===== src/mcr_pkg.sv =====
package mcr_pkg;

  // configuration space placement
  localparam logic [7:0] MCR_OFFSET = 8'hf0;
  localparam logic [31:0] MCR_RESET = 32'h0000_2400;

  // field positions
  localparam int unsigned MCR_BIT_COLD_WAKE = 15;
  localparam int unsigned MCR_BIT_D2_WAKE = 13;
  localparam int unsigned MCR_BIT_D2_CAP = 10;
  localparam int unsigned MCR_BIT_SUPPRESS = 4;
  localparam int unsigned MCR_BIT_ROUTE = 3;
  localparam int unsigned MCR_BIT_LINK_BYP = 2;
  localparam int unsigned MCR_BIT_HOST_BYP = 1;
  localparam int unsigned MCR_BIT_KEEP = 0;

  // bits that hold storage; everything else reads zero
  localparam logic [31:0] MCR_WRITE_MASK = 32'h0000_a41f;

  // data handed back for an access to a stopped link domain
  localparam logic [7:0] MCR_FILL_BYTE = 8'hff;

  // cycles the clock-request line is pulled low before release
  localparam int unsigned MCR_CLKRUN_HOLD_DEF = 2;

  typedef struct packed {
    logic cold_wake;
    logic d2_wake;
    logic d2_cap;
    logic suppress;
    logic route;
    logic link_byp;
    logic host_byp;
    logic keep;
  } mcr_fields_t;

  typedef enum logic [2:0] {
    MCR_CK_WATCH = 3'b001,
    MCR_CK_DRIVE = 3'b010,
    MCR_CK_RELEASE = 3'b100
  } mcr_ck_state_t;

endpackage


===== src/mcr_clkrun_if.sv =====
`timescale 1ns/1ps
`default_nettype none

interface mcr_clkrun_if;
  logic keep_running;
  logic clock_needed;
  logic clkrun_n_in;
  logic clkrun_n_out;
  logic clkrun_n_oe;
  logic stop_allowed;

  modport ctrl (
    output keep_running,
    output clock_needed,
    output clkrun_n_in,
    input clkrun_n_out,
    input clkrun_n_oe,
    input stop_allowed
  );

  modport keeper (
    input keep_running,
    input clock_needed,
    input clkrun_n_in,
    output clkrun_n_out,
    output clkrun_n_oe,
    output stop_allowed
  );
endinterface

`default_nettype wire


===== src/mcr_misc_config.sv =====
`timescale 1ns/1ps
`default_nettype none

module mcr_misc_config
  import mcr_pkg::*;
#(
  parameter int unsigned CLKRUN_HOLD = MCR_CLKRUN_HOLD_DEF
)
(
  input wire logic mclk,
  input wire logic srst,
  input wire logic cfg_sel,
  input wire logic cfg_write,
  input wire logic [7:0] cfg_addr,
  input wire logic [3:0] cfg_byte_en,
  input wire logic [31:0] cfg_wdata,
  output logic cfg_done,
  output logic cfg_claim,
  output logic [31:0] cfg_rdata,
  output logic wake_from_cold_off_cap,
  output logic wake_from_light_sleep_cap,
  output logic light_sleep_state_cap,
  input wire logic link_req,
  input wire logic link_sclk_active,
  output logic link_abort,
  output logic link_fill,
  output logic link_pass,
  output logic [31:0] link_fill_data,
  input wire logic general_pin_three_in,
  input wire logic general_pin_two_in,
  input wire logic gpio_three_out,
  input wire logic gpio_three_oe,
  input wire logic gpio_two_out,
  input wire logic gpio_two_oe,
  input wire logic tw_clk_pull_low,
  input wire logic tw_data_pull_low,
  output logic general_pin_three_out,
  output logic general_pin_three_oe,
  output logic general_pin_two_out,
  output logic general_pin_two_oe,
  output logic gpio_three_in,
  output logic gpio_two_in,
  output logic tw_clk_in,
  output logic tw_data_in,
  input wire logic link_gate_req,
  input wire logic host_gate_req,
  output logic link_clock_gate_bypass,
  output logic host_clock_gate_bypass,
  output logic link_clock_enable,
  output logic host_clock_enable,
  input wire logic clkrun_n_in,
  input wire logic host_clock_needed,
  output logic clkrun_n_out,
  output logic clkrun_n_oe,
  output logic host_clock_stop_ok
);

  typedef struct packed {
    mcr_fields_t f;
    logic done;
    logic claim;
    logic [31:0] rdata;
    logic abort;
    logic fill;
    logic pass;
    logic [31:0] fill_data;
    logic link_en;
    logic host_en;
  } mcr_state_t;

  mcr_state_t st_reg;
  mcr_state_t st_next;

  mcr_clkrun_if ck_if ();

  // bits the field positions claim; must match the storage mask
  function automatic logic [31:0] field_bits();
    logic [31:0] v;
    v = '0;
    v[MCR_BIT_COLD_WAKE] = 1'b1;
    v[MCR_BIT_D2_WAKE] = 1'b1;
    v[MCR_BIT_D2_CAP] = 1'b1;
    v[MCR_BIT_SUPPRESS] = 1'b1;
    v[MCR_BIT_ROUTE] = 1'b1;
    v[MCR_BIT_LINK_BYP] = 1'b1;
    v[MCR_BIT_HOST_BYP] = 1'b1;
    v[MCR_BIT_KEEP] = 1'b1;
    return v;
  endfunction

  initial
  begin
    if (CLKRUN_HOLD < 1 || CLKRUN_HOLD > 255)
    begin
      $error("clkrun hold out of range");
    end
    // a field moved onto a reserved bit would break the read-zero rules
    if (field_bits() != MCR_WRITE_MASK || (MCR_RESET & ~MCR_WRITE_MASK) != 32'h0)
    begin
      $error("field map disagrees with storage mask");
    end
  end

  function automatic mcr_fields_t unpack_fields(input logic [31:0] v);
    mcr_fields_t r;
    r.cold_wake = v[MCR_BIT_COLD_WAKE];
    r.d2_wake = v[MCR_BIT_D2_WAKE];
    r.d2_cap = v[MCR_BIT_D2_CAP];
    r.suppress = v[MCR_BIT_SUPPRESS];
    r.route = v[MCR_BIT_ROUTE];
    r.link_byp = v[MCR_BIT_LINK_BYP];
    r.host_byp = v[MCR_BIT_HOST_BYP];
    r.keep = v[MCR_BIT_KEEP];
    return r;
  endfunction

  function automatic logic [31:0] pack_fields(input mcr_fields_t f);
    logic [31:0] v;
    v = '0;
    v[MCR_BIT_COLD_WAKE] = f.cold_wake;
    v[MCR_BIT_D2_WAKE] = f.d2_wake;
    v[MCR_BIT_D2_CAP] = f.d2_cap;
    v[MCR_BIT_SUPPRESS] = f.suppress;
    v[MCR_BIT_ROUTE] = f.route;
    v[MCR_BIT_LINK_BYP] = f.link_byp;
    v[MCR_BIT_HOST_BYP] = f.host_byp;
    v[MCR_BIT_KEEP] = f.keep;
    return v & MCR_WRITE_MASK;
  endfunction

  function automatic logic [31:0] lane_mask(input logic [3:0] be);
    return {{8{be[3]}}, {8{be[2]}}, {8{be[1]}}, {8{be[0]}}};
  endfunction

  // dword decode of this register, shared by read and write paths
  function automatic logic addr_hit(input logic sel, input logic [7:0] a);
    return sel && (a[7:2] == MCR_OFFSET[7:2]);
  endfunction

  logic hit;
  logic [31:0] cur_word;
  logic [31:0] lanes;
  logic [31:0] merged;

  always_comb
  begin
    st_next = st_reg;
    hit = addr_hit(cfg_sel, cfg_addr);
    cur_word = pack_fields(st_reg.f);
    // disabled lanes keep their old contents, so partial writes are safe
    lanes = lane_mask(cfg_byte_en);
    merged = (cur_word & ~lanes) | (cfg_wdata & lanes);

    // config cycle answer, one cycle after the request
    st_next.done = cfg_sel;
    st_next.claim = hit;
    st_next.rdata = '0;
    if (hit && !cfg_write)
    begin
      st_next.rdata = cur_word;
    end
    if (hit && cfg_write)
    begin
      st_next.f = unpack_fields(merged);
    end

    // stopped-link access handling; a live clock passes the access on
    // fill data stays zero outside link_fill so all ones never leaks onto a pass
    st_next.abort = 1'b0;
    st_next.fill = 1'b0;
    st_next.pass = 1'b0;
    st_next.fill_data = '0;
    if (link_req)
    begin
      if (link_sclk_active)
      begin
        st_next.pass = 1'b1;
      end
      else if (!st_reg.f.suppress)
      begin
        st_next.abort = 1'b1;
      end
      else
      begin
        st_next.fill = 1'b1;
        st_next.fill_data = {4{MCR_FILL_BYTE}};
      end
    end

    // registered so a bypass change cannot glitch the gate enable
    // link and host gate bypass
    st_next.link_en = st_reg.f.link_byp || link_gate_req;
    st_next.host_en = st_reg.f.host_byp || host_gate_req;
  end

  always_ff @(posedge mclk)
  begin
    if (srst)
    begin
      st_reg <= '0;
      st_reg.f <= unpack_fields(MCR_RESET);
    end
    else
    begin
      st_reg <= st_next;
    end
  end

  assign cfg_done = st_reg.done;
  assign cfg_claim = st_reg.claim;
  assign cfg_rdata = st_reg.rdata;

  assign wake_from_cold_off_cap = st_reg.f.cold_wake;
  assign wake_from_light_sleep_cap = st_reg.f.d2_wake;
  assign light_sleep_state_cap = st_reg.f.d2_cap;

  assign link_abort = st_reg.abort;
  assign link_fill = st_reg.fill;
  assign link_pass = st_reg.pass;
  assign link_fill_data = st_reg.fill_data;

  // pin routing
  // when routed the general-purpose drivers are off; the two-wire engine
  // only pulls low, so the pins otherwise float at the external pull-up
  always_comb
  begin
    if (st_reg.f.route)
    begin
      general_pin_three_out = 1'b0;
      general_pin_three_oe = tw_clk_pull_low;
      general_pin_two_out = 1'b0;
      general_pin_two_oe = tw_data_pull_low;
      gpio_three_in = 1'b0;
      gpio_two_in = 1'b0;
      tw_clk_in = general_pin_three_in;
      tw_data_in = general_pin_two_in;
    end
    else
    begin
      general_pin_three_out = gpio_three_out;
      general_pin_three_oe = gpio_three_oe;
      general_pin_two_out = gpio_two_out;
      general_pin_two_oe = gpio_two_oe;
      gpio_three_in = general_pin_three_in;
      gpio_two_in = general_pin_two_in;
      // idle high so the engine sees a released bus
      tw_clk_in = 1'b1;
      tw_data_in = 1'b1;
    end
  end

  assign link_clock_gate_bypass = st_reg.f.link_byp;
  assign host_clock_gate_bypass = st_reg.f.host_byp;
  assign link_clock_enable = st_reg.link_en;
  assign host_clock_enable = st_reg.host_en;

  assign ck_if.keep_running = st_reg.f.keep;
  assign ck_if.clock_needed = host_clock_needed;
  assign ck_if.clkrun_n_in = clkrun_n_in;
  assign clkrun_n_out = ck_if.clkrun_n_out;
  assign clkrun_n_oe = ck_if.clkrun_n_oe;
  assign host_clock_stop_ok = ck_if.stop_allowed;

  mcr_clkrun_keeper #(
    .HOLD(CLKRUN_HOLD)
  ) u_keeper (
    .mclk(mclk),
    .srst(srst),
    .ck(ck_if.keeper)
  );

endmodule

`default_nettype wire


===== src/mcr_clkrun_keeper.sv =====
`timescale 1ns/1ps
`default_nettype none

module mcr_clkrun_keeper
  import mcr_pkg::*;
#(
  parameter int unsigned HOLD = MCR_CLKRUN_HOLD_DEF
)
(
  input wire logic mclk,
  input wire logic srst,
  mcr_clkrun_if.keeper ck
);

  localparam int unsigned CW = $clog2(HOLD + 1);

  typedef struct packed {
    mcr_ck_state_t state;
    logic [CW-1:0] count;
  } mcr_keeper_t;

  mcr_keeper_t st_reg;
  mcr_keeper_t st_next;

  initial
  begin
    if (HOLD < 1 || HOLD > 255)
    begin
      $error("hold count out of range");
    end
  end

  always_comb
  begin
    st_next = st_reg;
    unique case (st_reg.state)
      MCR_CK_WATCH:
      begin
        // host released the line to ask for a stop; refuse if we need the clock
        if (ck.clkrun_n_in && (ck.keep_running || ck.clock_needed))
        begin
          st_next.state = MCR_CK_DRIVE;
          st_next.count = CW'(HOLD - 1);
        end
      end
      MCR_CK_DRIVE:
      begin
        if (st_reg.count == '0)
        begin
          st_next.state = MCR_CK_RELEASE;
        end
        else
        begin
          st_next.count = st_reg.count - 1'b1;
        end
      end
      MCR_CK_RELEASE:
      begin
        st_next.state = MCR_CK_WATCH;
      end
      default:
      begin
        st_next.state = MCR_CK_WATCH;
        st_next.count = '0;
      end
    endcase
  end

  always_ff @(posedge mclk)
  begin
    if (srst)
    begin
      st_reg <= '{state: MCR_CK_WATCH, count: '0};
    end
    else
    begin
      st_reg <= st_next;
    end
  end

  // drive low while holding, drive high one cycle so the line is not left low
  assign ck.clkrun_n_out = (st_reg.state == MCR_CK_RELEASE);
  assign ck.clkrun_n_oe = (st_reg.state != MCR_CK_WATCH);
  assign ck.stop_allowed = !(ck.keep_running || ck.clock_needed)
                           && (st_reg.state == MCR_CK_WATCH);

endmodule

`default_nettype wire


===== config.mk =====
export PLATFORM = sky130hd
export DESIGN_NAME = mcr_misc_config
export DESIGN_NICKNAME = d
export VERILOG_FILES = /design/src/mcr_pkg.sv /design/src/mcr_clkrun_if.sv /design/src/mcr_misc_config.sv /design/src/mcr_clkrun_keeper.sv
export SDC_FILE = /design/constraint.sdc
export NUM_CORES = 1
export LEC_CHECK = 0
export BUFFER_PORTS_ARGS = -buffer_cell sky130_fd_sc_hd__buf_2
export CAP_MARGIN = 5
export CORE_ASPECT_RATIO = 1.5
export CORE_UTILIZATION = 39
export DETAILED_ROUTE_END_ITERATION = 16
export PLACE_DENSITY = 0.9
export SYNTH_ARGS = -nofsm -noshare
export SYNTH_HDL_FRONTEND = slang
export SYNTH_SLANG_ARGS = --single-unit

===== constraint.sdc =====
create_clock -name mclk -period 2.1 [get_ports mclk]
set_clock_uncertainty 0.1 [all_clocks]
set_input_delay 0.105 -clock mclk [delete_from_list [all_inputs] [get_ports mclk]]
set_output_delay 0.105 -clock mclk [all_outputs]
set_load 0.01 [all_outputs]

# ---- After elaboration in Yosys (flattened, before gate mapping)
# Index checks and enable logic that the tools add are counted.
dict set report word_totals {
  input_bits 62
  out_inout_bits 87
  regBits 84
}
dict set report classes {
  addsub 1
  n_bitwise 7
  n_reduce_logical 16
  eq_ne 8
  n_mux 17
}
# op count
set op_table {}
lappend op_table {{$and 16x16->16} 2}
lappend op_table {{$mux 32} 1}
lappend op_table {{$not 16->16} 1}
lappend op_table {{$or 16x16->16} 1}
lappend op_table {{$mux 1} 11}
lappend op_table {{$eq 6x6->1 const B} 1}
lappend op_table {{$pmux 2 s3} 1}
lappend op_table {{$pmux 3 s2} 1}
lappend op_table {{$logic_and 1x1->1} 5}
lappend op_table {{$mux 5} 1}
lappend op_table {{$ne 2x1->1 const B} 2}
lappend op_table {{$reduce_or 2->1} 2}
lappend op_table {{$eq 3x1->1 const B} 1}
lappend op_table {{$eq 3x2->1 const B} 1}
lappend op_table {{$eq 3x3->1 const B} 1}
lappend op_table {{$logic_or 1x1->1} 3}
lappend op_table {{$mux 3} 1}
lappend op_table {{$ne 3x1->1 const B} 1}
lappend op_table {{$not 1->1} 3}
lappend op_table {{$reduce_and 3->1} 1}
lappend op_table {{$reduce_or 3->1} 1}
lappend op_table {{$logic_not 1->1} 2}
lappend op_table {{$logic_not 2->1} 1}
lappend op_table {{$mux 2} 1}
lappend op_table {{other kinds (3)} 3}

# ---- Logic depth before layout (Yosys ltp)
# Gate-level depths: netlist of run 1.
dict set report depth {
  ltp_word 5
  depth_mapped 5
  ltp_nobuf 5
}

# ---- Modules after synthesis
# Synthesis of run 1 repeated with hierarchy kept, for this count alone.
dict set report unflattened {
  cells_unflattened 169
  hier_area_um2 1596.5
}
# module cells_each instances area_per_inst_um2
set by_module_without_submodules {}
lappend by_module_without_submodules {mcr_misc_config 140 1 1331.3}
lappend by_module_without_submodules {mcr_clkrun_keeper 29 1 265.3}

# ---- Worst setup path after synthesis of run 1
# Ideal clock, no wire load.
dict set report synth_timing {
  path_type {flip-flop to flip-flop}
  startpoint {register u_keeper.st_reg[0] (netlist name)}
  endpoint {register u_keeper.st_reg[0] (netlist name)}
  stages_incl_launch_ff 6
  setup_slack_ns 0.685
  arrival_ns 1.257
  cell_sequence {dfxtp_1 > inv_1 > ha_1 > nor2b_1 > a221oi_1 > o221a_2}
}
dict set report synth_via {
  elab_chain_len 3
  word_cells_on_any_way 6
  cone_classes {1 x add/sub; 1 x eq/ne; 2 x mux; 2 x reduce/logical}
}
# item line_no
set synth_rtl {}
lappend synth_rtl {{start: declaration} mcr_clkrun_keeper.sv:22} ;# mcr_keeper_t st_reg;
lappend synth_rtl {{start signal: assignment} mcr_clkrun_keeper.sv:73} ;# st_reg <= '{state: MCR_CK_WATCH, count: '0};
lappend synth_rtl {{start signal: assignment} mcr_clkrun_keeper.sv:77} ;# st_reg <= st_next;
lappend synth_rtl {{$sub 2x1->2 / $logic_not 2->1 (equally long branches)} {mcr_clkrun_keeper.sv:54, mcr_clkrun_keeper.sv:48}}
lappend synth_rtl {{$mux 2 / $ne 2x2->1 (equally long branches)} --}
lappend synth_rtl {{$pmux 2 s3 / $reduce_and 3->1 (equally long branches)} --}
# Parallel ways exist; a longest one is shown, timed or not. The select of a mux whose other input is x is not followed.
# A chain may end at the register's enable or synchronous reset.

# ---- Final worst setup path of run 1
dict set report layout_timing {
  startpoint {input cfg_sel}
  endpoint {register st_reg, in the netlist cfg_rdata[0]}
}
dict set report layout_via {
  elab_chain_len 4
}
# item line_no
set layout_rtl {}
lappend layout_rtl {{start: declaration} mcr_misc_config.sv:12} ;# input wire logic cfg_sel,
lappend layout_rtl {{$logic_and 1x1->1} mcr_misc_config.sv:137} ;# return sel && (a[7:2] == MCR_OFFSET[7:2]);
lappend layout_rtl {{$logic_and 1x1->1} mcr_misc_config.sv:158} ;# if (hit && !cfg_write)
lappend layout_rtl {{$not 1->1 (no line)} --}
lappend layout_rtl {{$reduce_or 2->1 (no line)} --}
lappend layout_rtl {{end signal: assignment} mcr_misc_config.sv:205} ;# st_reg <= st_next;
lappend layout_rtl {{end: declaration} mcr_misc_config.sv:71} ;# mcr_state_t st_reg;
# No other way between the ends.

==> flow_metrics.env, run 1 <==
export IMPL_drive_above_1_share=0.4286
export IMPL_synth_edf_count=0
export IMPL_synth_async_reset_ratio=0
export IMPL_gr_total_overflow=0
export IMPL_critical_path_max_stage_delay_ns=0.55
export IMPL_fillers=362
export IMPL_synth_most_common_cell="buf_4"
export IMPL_wl_um=2923
export IMPL_synth_avg_cell_area_um2=9.003
export IMPL_rsz0062_at_grt="no"
export IMPL_clock_path_buffers=2
export IMPL_status="finished clean"
export IMPL_fin_util=0.5239
export IMPL_period_share=0.7933
export IMPL_dr_pass1_iters=4
export IMPL_synth_top_cell_by_area="dfxtp_1"
export IMPL_maxSlewViolCount=0
export IMPL_drv_cap=0
export IMPL_synth_seq_cells=28
export IMPL_synthFlopType="dfxtp_1"
export IMPL_wl_per_cell_um=9.908
export IMPL_gp_congestion=0.7009
export IMPL_cp_num_buf_inv=2
export IMPL_hold_class="input pin to flop"
export IMPL_rows=27
export IMPL_first_iter_violations=50
export IMPL_yosys_warnings=0
export IMPL_required_ns=2.21
export IMPL_final_cell_area_um2=1964
export IMPL_synth_area_um2=1567
export IMPL_cts_tree="built"
export IMPL_clock_sinks=28
export IMPL_io_pins=149
export IMPL_r2r_cells=5
export IMPL_antenna_found_initial=0
export IMPL_powerDensity_nw_per_um2=563.0
export IMPL_end_kind="flop"
export IMPL_cts_max_level=1
export IMPL_clkLatencyLatePin_ns=0.27
export IMPL_worst_pin_slew_ns=0.6666
export IMPL_cts_buffers=3
export IMPL_ff2ff_setup_slack_ns=0.53
export IMPL_route_vias_total=1276
export IMPL_setup_viol=0
export IMPL_clkPwrFrac=0.375
export IMPL_cp_top_family="simple AND/OR/NAND/NOR gates"
export IMPL_fin_crit_ns=1.666
export IMPL_drtAntennaViolNets=0
export IMPL_n_antenna_cell=0
export IMPL_viasPerCell=4.325
export IMPL_crit_path_max_fanout=6
export IMPL_grt_pass1_wl_um=4167
export IMPL_grt_max_degree=34
export IMPL_clkTransAtPathRegs_ns=0.10
export IMPL_grt_util_all_layers=0.1283
export IMPL_synthTopCellsByArea="dfxtp_1, buf_4, nand2b_1"
export IMPL_ctsResizeCount=0
export IMPL_core_area_um2=3750
export IMPL_numPortBuffers=96
export IMPL_peakVddDrop_mv=0.3684
export IMPL_r2r_end="u_keeper.st_reg[0]$_SDFFE_PP0P_"
export IMPL_drc=0
export IMPL_crit_chain="dlygate4sd3_1 > buf_2 > nand4_1 > nor4_2 > and2_1"
export IMPL_swShare=0.2155
export IMPL_placed_area_um2=1763
export IMPL_yosysTopAreaCellShare=0.3578
export IMPL_dp_cells=278
export IMPL_p_leak_nw=1.045
export IMPL_hold_viol_final=0
export IMPL_internal_power_mw=0.8675
export IMPL_max_slew_margin=0.5550
export IMPL_min_path_cells=3
export IMPL_yosysSeqAreaShare=0.3578
export IMPL_netlist_instances=174
export IMPL_grt_pass1_vias=1008
export IMPL_arrival_ns=1.78
export IMPL_comb_power_share=0.132
export IMPL_dp_hpwl_um=2272
export IMPL_dieArea_um2=4279
export IMPL_fin_cells=295
export IMPL_rr_startpoint="u_keeper.st_reg[0]$_SDFFE_PP0P_"
export IMPL_start_kind="input pin"
export IMPL_max_clock_freq_ghz=0.6003
export IMPL_final_nets=316
export IMPL_p_switching_mw=0.2384
export IMPL_crit_type="input pin to flop"
export IMPL_area_delta_synth_final_pct=25.40
export IMPL_finalSetupTns_ns=0
export IMPL_start_util=0.4178
export IMPL_die_w_um=53.75
export IMPL_total_power_mw=1.106
export IMPL_synth_top_cells_by_count="buf_4, dfxtp_1, nand2b_1"
export IMPL_clockRootBuffer="clkbuf_8"
export IMPL_cp_slowest_cell="nor4_2"
export IMPL_die_y_um=79.62
export IMPL_ys_types=27
export IMPL_worstHoldStart="cfg_wdata[10]"
export IMPL_seqPwrFrac=0.493
-- cells in the final DEF, fill, tap and decap left out, drive strengths merged, types with 2 or more instances in the layout --
cell type,Yosys,routed
mux2,2,2
dlygate4sd3,0,13
dfxtp,28,28
conb,1,24
nand2b,17,17
nor3b,3,3
inv,3,3
o21a,2,2
and2,6,6
nand2,3,3
nor2b,9,9
nor3,6,6
buf,56,97
mux2i,8,8
o21ai,3,3
nor2,14,14
clkbuf,3,3
-- cell type report --
cell class	count	area, um2	area share
clock buffer	3	41.29	0.02102
inverter	3	11.26	0.005732
sequential	28	560.5	0.2854
tap	43	53.80	0.02739
multi-input combinational	107	649.4	0.3306
clock inverter	1	30.03	0.01529
timing repair buffer	110	618.1	0.3147
-- worst max path at each step --
| stage | startpoint | to | cells after the start |
|---|---|---|---|
| 2_1_floorplan | u_keeper.st_reg[0]$_SDFFE_PP0P_ | u_keeper.st_reg[0]$_SDFFE_PP0P_ | 5 |
| 3_3_place_gp | u_keeper.st_reg[0]$_SDFFE_PP0P_ | u_keeper.st_reg[0]$_SDFFE_PP0P_ | 5 |
| 3_5_place_dp | u_keeper.st_reg[0]$_SDFFE_PP0P_ | u_keeper.st_reg[0]$_SDFFE_PP0P_ | 5 |
| 4_1_cts | cfg_sel | cfg_rdata[0]$_SDFF_PP0_ | 5 |
| 5_1_grt | cfg_sel | cfg_rdata[13]$_SDFF_PP0_ | 5 |
| 6_report | cfg_sel | cfg_rdata[0]$_SDFF_PP0_ | 5 |
-- logic make-up (layout without fill, tap and decap cells) --
logic type | count (synthesis) | in the layout | synth area share
AND/OR/NAND/NOR | 64 | 64 | 0.2468
buffers and inverters | 62 | 117 | 0.2827
flip-flops | 28 | 28 | 0.3578
multiplexers | 10 | 10 | 0.06550
AO/OA/AOI/OAI | 8 | 8 | 0.03674
adder cells (fa/ha/maj) | 1 | 1 | 0.007986
other | 1 | 24 | 0.002394
-- power by group through the flow --
stage,Sequential [mW],Clock (mW),Combinational (mW)
after global placement,0.557,0,0.125
after detailed placement,0.557,0,0.128
after global routing,0.546,0.446,0.163
final,0.545,0.415,0.146
after CTS,0.545,0.431,0.146
after floorplan,0.559,0,0.105
-- worst min-delay path: stages --
cell     delay (ns)
buf_2          0.08
nor2_1         0.04
mux2i_1        0.12
-- metal layers --
metal / vias up / GRT usage / share of wire
met2: 69 / 0.2321 / 0.53
met1: 568 / 0.1395 / 0.37
li1: 635 / - / -
met3: 4 / 0.02476 / 0.092
met5: - / 0 / 0
met4: 0 / 0.04737 / 0.0075
-- through the flow --
stage / worst slack (ns) / hold slack (ns)
floorplan: 0.6847 / 0.08379
global placement: 0.5555 / 0.2074
detailed placement: 0.5374 / 0.2291
CTS: 0.4349 / 0.006386
global route: 0.3118 / 0.02667
finish: 0.4341 / 0.01404
-- repair_timing --
action,in CTS,in global routing
hold endpoints to repair,13,0
buffers inserted,0,0
hold buffers,13,0
(Power assumes the default switching activity.)
==> run 2: changes to the inputs <==
ABC_AREA = 1   (was not set)
CORE_UTILIZATION = 37   (was 39)
PLACE_DENSITY = 0.86   (was 0.9)
clock period = 1.57 ns   (was 2.1 ns; I/O delays follow)
==> run 2 against run 1 <==
Global-route usage increased by 1.1 points; core utilization decreased by 3.5 points; critical endpoint is now host_clock_stop_ok; highest routed layer unchanged; combinational power rose by 57%.
==> flow_metrics.env, run 2 <==
export IMPL_grt_max_degree=34
export IMPL_fin_crit_ns=1.364
export IMPL_final_nets=354
export IMPL_grt_pass1_wl_um=4919
export IMPL_final_cell_mix="buf_2, nor2_1, nand2_1"
export IMPL_gr_total_overflow=0
export IMPL_dp_hpwl_um=2626
export IMPL_cp_num_buf_inv=3
export IMPL_fillers=399
export IMPL_synth_top_cell_by_area="dfxtp_1"
export IMPL_start_kind="flop"
export IMPL_synth_top_cells_by_count="buf_4, nor2_1, nand2_1"
export IMPL_gp_congestion=0.8265
export IMPL_clock_sinks=28
export IMPL_max_clock_freq_ghz=0.7329
export IMPL_clock_path_buffers=2
export IMPL_yosysSeqAreaShare=0.3516
export IMPL_synth_async_reset_ratio=0
export IMPL_maxSlewViolCount=0
export IMPL_r2r_end="u_keeper.st_reg[0]$_SDFFE_PP0P_"
export IMPL_first_iter_violations=18
export IMPL_min_path_cells=3
export IMPL_setup_viol=0
export IMPL_core_area_um2=4029
export IMPL_n_antenna_cell=0
export IMPL_route_vias_total=1379
export IMPL_hold_class="input pin to flop"
export IMPL_hold_viol_final=0
export IMPL_clkLatencyLatePin_ns=0.26
export IMPL_fin_util=0.4888
export IMPL_antenna_found_initial=0
export IMPL_die_w_um=55.59
export IMPL_final_cell_area_um2=1969
export IMPL_total_power_mw=1.335
export IMPL_start_util=0.3957
export IMPL_powerDensity_nw_per_um2=677.9
export IMPL_synthFlopType="dfxtp_1"
export IMPL_grt_util_all_layers=0.1390
export IMPL_dp_slack_ns=0.2998
export IMPL_ys_types=25
export IMPL_holdPathEnd="cfg_claim$_SDFF_PP0_"
export IMPL_cp_top_family="flip-flops"
export IMPL_drc=0
export IMPL_viasPerCell=4.129
export IMPL_numPortBuffers=96
export IMPL_synth_most_common_cell="buf_4"
export IMPL_cts_buffers=3
export IMPL_yosysTopAreaCellShare=0.3516
export IMPL_critical_path_max_stage_delay_ns=0.33
export IMPL_cts_setup_buffers=0
export IMPL_area_delta_synth_final_pct=23.55
export IMPL_crit_chain="inv_1 > nand2_1 > nor2_2 > inv_2 > nor3_1 > buf_2"
export IMPL_period_share=0.8691
export IMPL_grt_pass1_vias=1169
export IMPL_synth_area_um2=1594
export IMPL_clockRootBuffer="clkbuf_8"
export IMPL_wl_per_cell_um=10.16
export IMPL_io_pins=149
export IMPL_end_kind="output port"
export IMPL_p_leak_nw=1.219
export IMPL_placed_area_um2=1788
export IMPL_worstHoldStart="cfg_addr[6]"
export IMPL_final_setup_worst_slack_ns=0.2056
export IMPL_arrival_ns=1.19
export IMPL_rsz0062_at_grt="no"
export IMPL_rows=28
export IMPL_crit_type="flop to output port"
export IMPL_drv_cap=0
export IMPL_netlist_instances=210
export IMPL_ctsResizeCount=0
export IMPL_drtAntennaViolNets=0
export IMPL_synth_seq_cells=28
export IMPL_wl_um=3393
export IMPL_cts_tree="built"
export IMPL_synth_avg_cell_area_um2=7.591
export IMPL_dieArea_um2=4580
export IMPL_finalSetupTns_ns=0
export IMPL_layout_commonest_cell="buf_2"
export IMPL_synth_edf_count=0
export IMPL_required_ns=1.39
export IMPL_rr_startpoint="u_keeper.st_reg[0]$_SDFFE_PP0P_"
export IMPL_peakVddDrop_mv=0.5910
export IMPL_die_y_um=82.39
export IMPL_cp_slowest_cell="dfxtp_1"
export IMPL_postCtsHoldBufs=14
export IMPL_r2r_cells=6
export IMPL_status="finished clean"
export IMPL_drive_above_1_share=0.4118
export IMPL_crit_path_max_fanout=5
export IMPL_ff2ff_setup_slack_ns=0.27
export IMPL_cts_max_level=1
export IMPL_clkTransAtPathRegs_ns=0.09
export IMPL_dr_pass1_iters=2
export IMPL_synthTopCellsByArea="dfxtp_1, buf_4, nor2_1"
export IMPL_yosys_warnings=0
[run 2: cell families (layout without fill, tap and decap cells)]
| group | Yosys count | after routing | synth area share |
|---|---|---|---|
| compound gates | 4 | 4 | 0.01413 |
| other cells | 1 | 24 | 0.002353 |
| flops | 28 | 28 | 0.3516 |
| buf+inv | 83 | 139 | 0.3328 |
| simple gates | 93 | 93 | 0.2912 |
| fa+ha+maj | 1 | 1 | 0.007848 |
[run 2: how the worst max path moves through the flow]
stage                                       to                             from  cells past startpoint
6_report                    host_clock_stop_ok  u_keeper.st_reg[3]$_SDFFE_PP0P_                      6
5_1_grt                     host_clock_stop_ok  u_keeper.st_reg[3]$_SDFFE_PP0P_                      6
4_1_cts                     host_clock_stop_ok  u_keeper.st_reg[3]$_SDFFE_PP0P_                      6
3_5_place_dp   u_keeper.st_reg[0]$_SDFFE_PP0P_  u_keeper.st_reg[0]$_SDFFE_PP0P_                      6
3_3_place_gp   u_keeper.st_reg[0]$_SDFFE_PP0P_  u_keeper.st_reg[0]$_SDFFE_PP0P_                      6
2_1_floorplan                link_fill_data[0]    link_fill_data[30]$_SDFF_PP0_                      1
[run 2: area by class of cell]
| class | count | area [um2] | area share |
|---|---|---|---|
| clock buffer | 3 | 41.29 | 0.02097 |
| tap | 45 | 56.30 | 0.02859 |
| inverter | 25 | 93.84 | 0.04765 |
| timing repair buffer | 111 | 628.1 | 0.3189 |
| multi-input combinational | 122 | 589.3 | 0.2992 |
| sequential | 28 | 560.5 | 0.2846 |
[run 2: worst reg2reg max path: cells and delay by family, from the launching register on]
| kind | cells | cell delay (ns) |
|---|---|---|
| buffers and inverters | 1 | 0.06 |
| adder cells (fa/ha/maj) | 1 | 0.22 |
| AND/OR/NAND/NOR | 4 | 0.53 |
| flip-flops | 1 | 0.34 |
[run 2: layer usage]
metal	GRT usage	vias up	wire length (um)
met1	0.1408	599	1237
met5	0	-	0
met3	0.02804	13	164
met2	0.2711	57	1892
li1	-	710	-
met4	0.06750	0	99
[run 2: report_power, final]
group / switching (mW) / leakage [nW] / total [mW] / internal [mW]
registers: 0.00689 / 0.228 / 0.734 / 0.727
clock network: 0.200 / 0.0216 / 0.372 / 0.172
logic: 0.131 / 0.969 / 0.229 / 0.0972
[run 2: through the flow]
stage	hold slack, ns	std cells
after global routing	0.01316	334
final	0.01527	334
after CTS	0.01520	334
after detailed placement	0.1928	317
after floorplan	0.05088	233
after global placement	0.1863	317
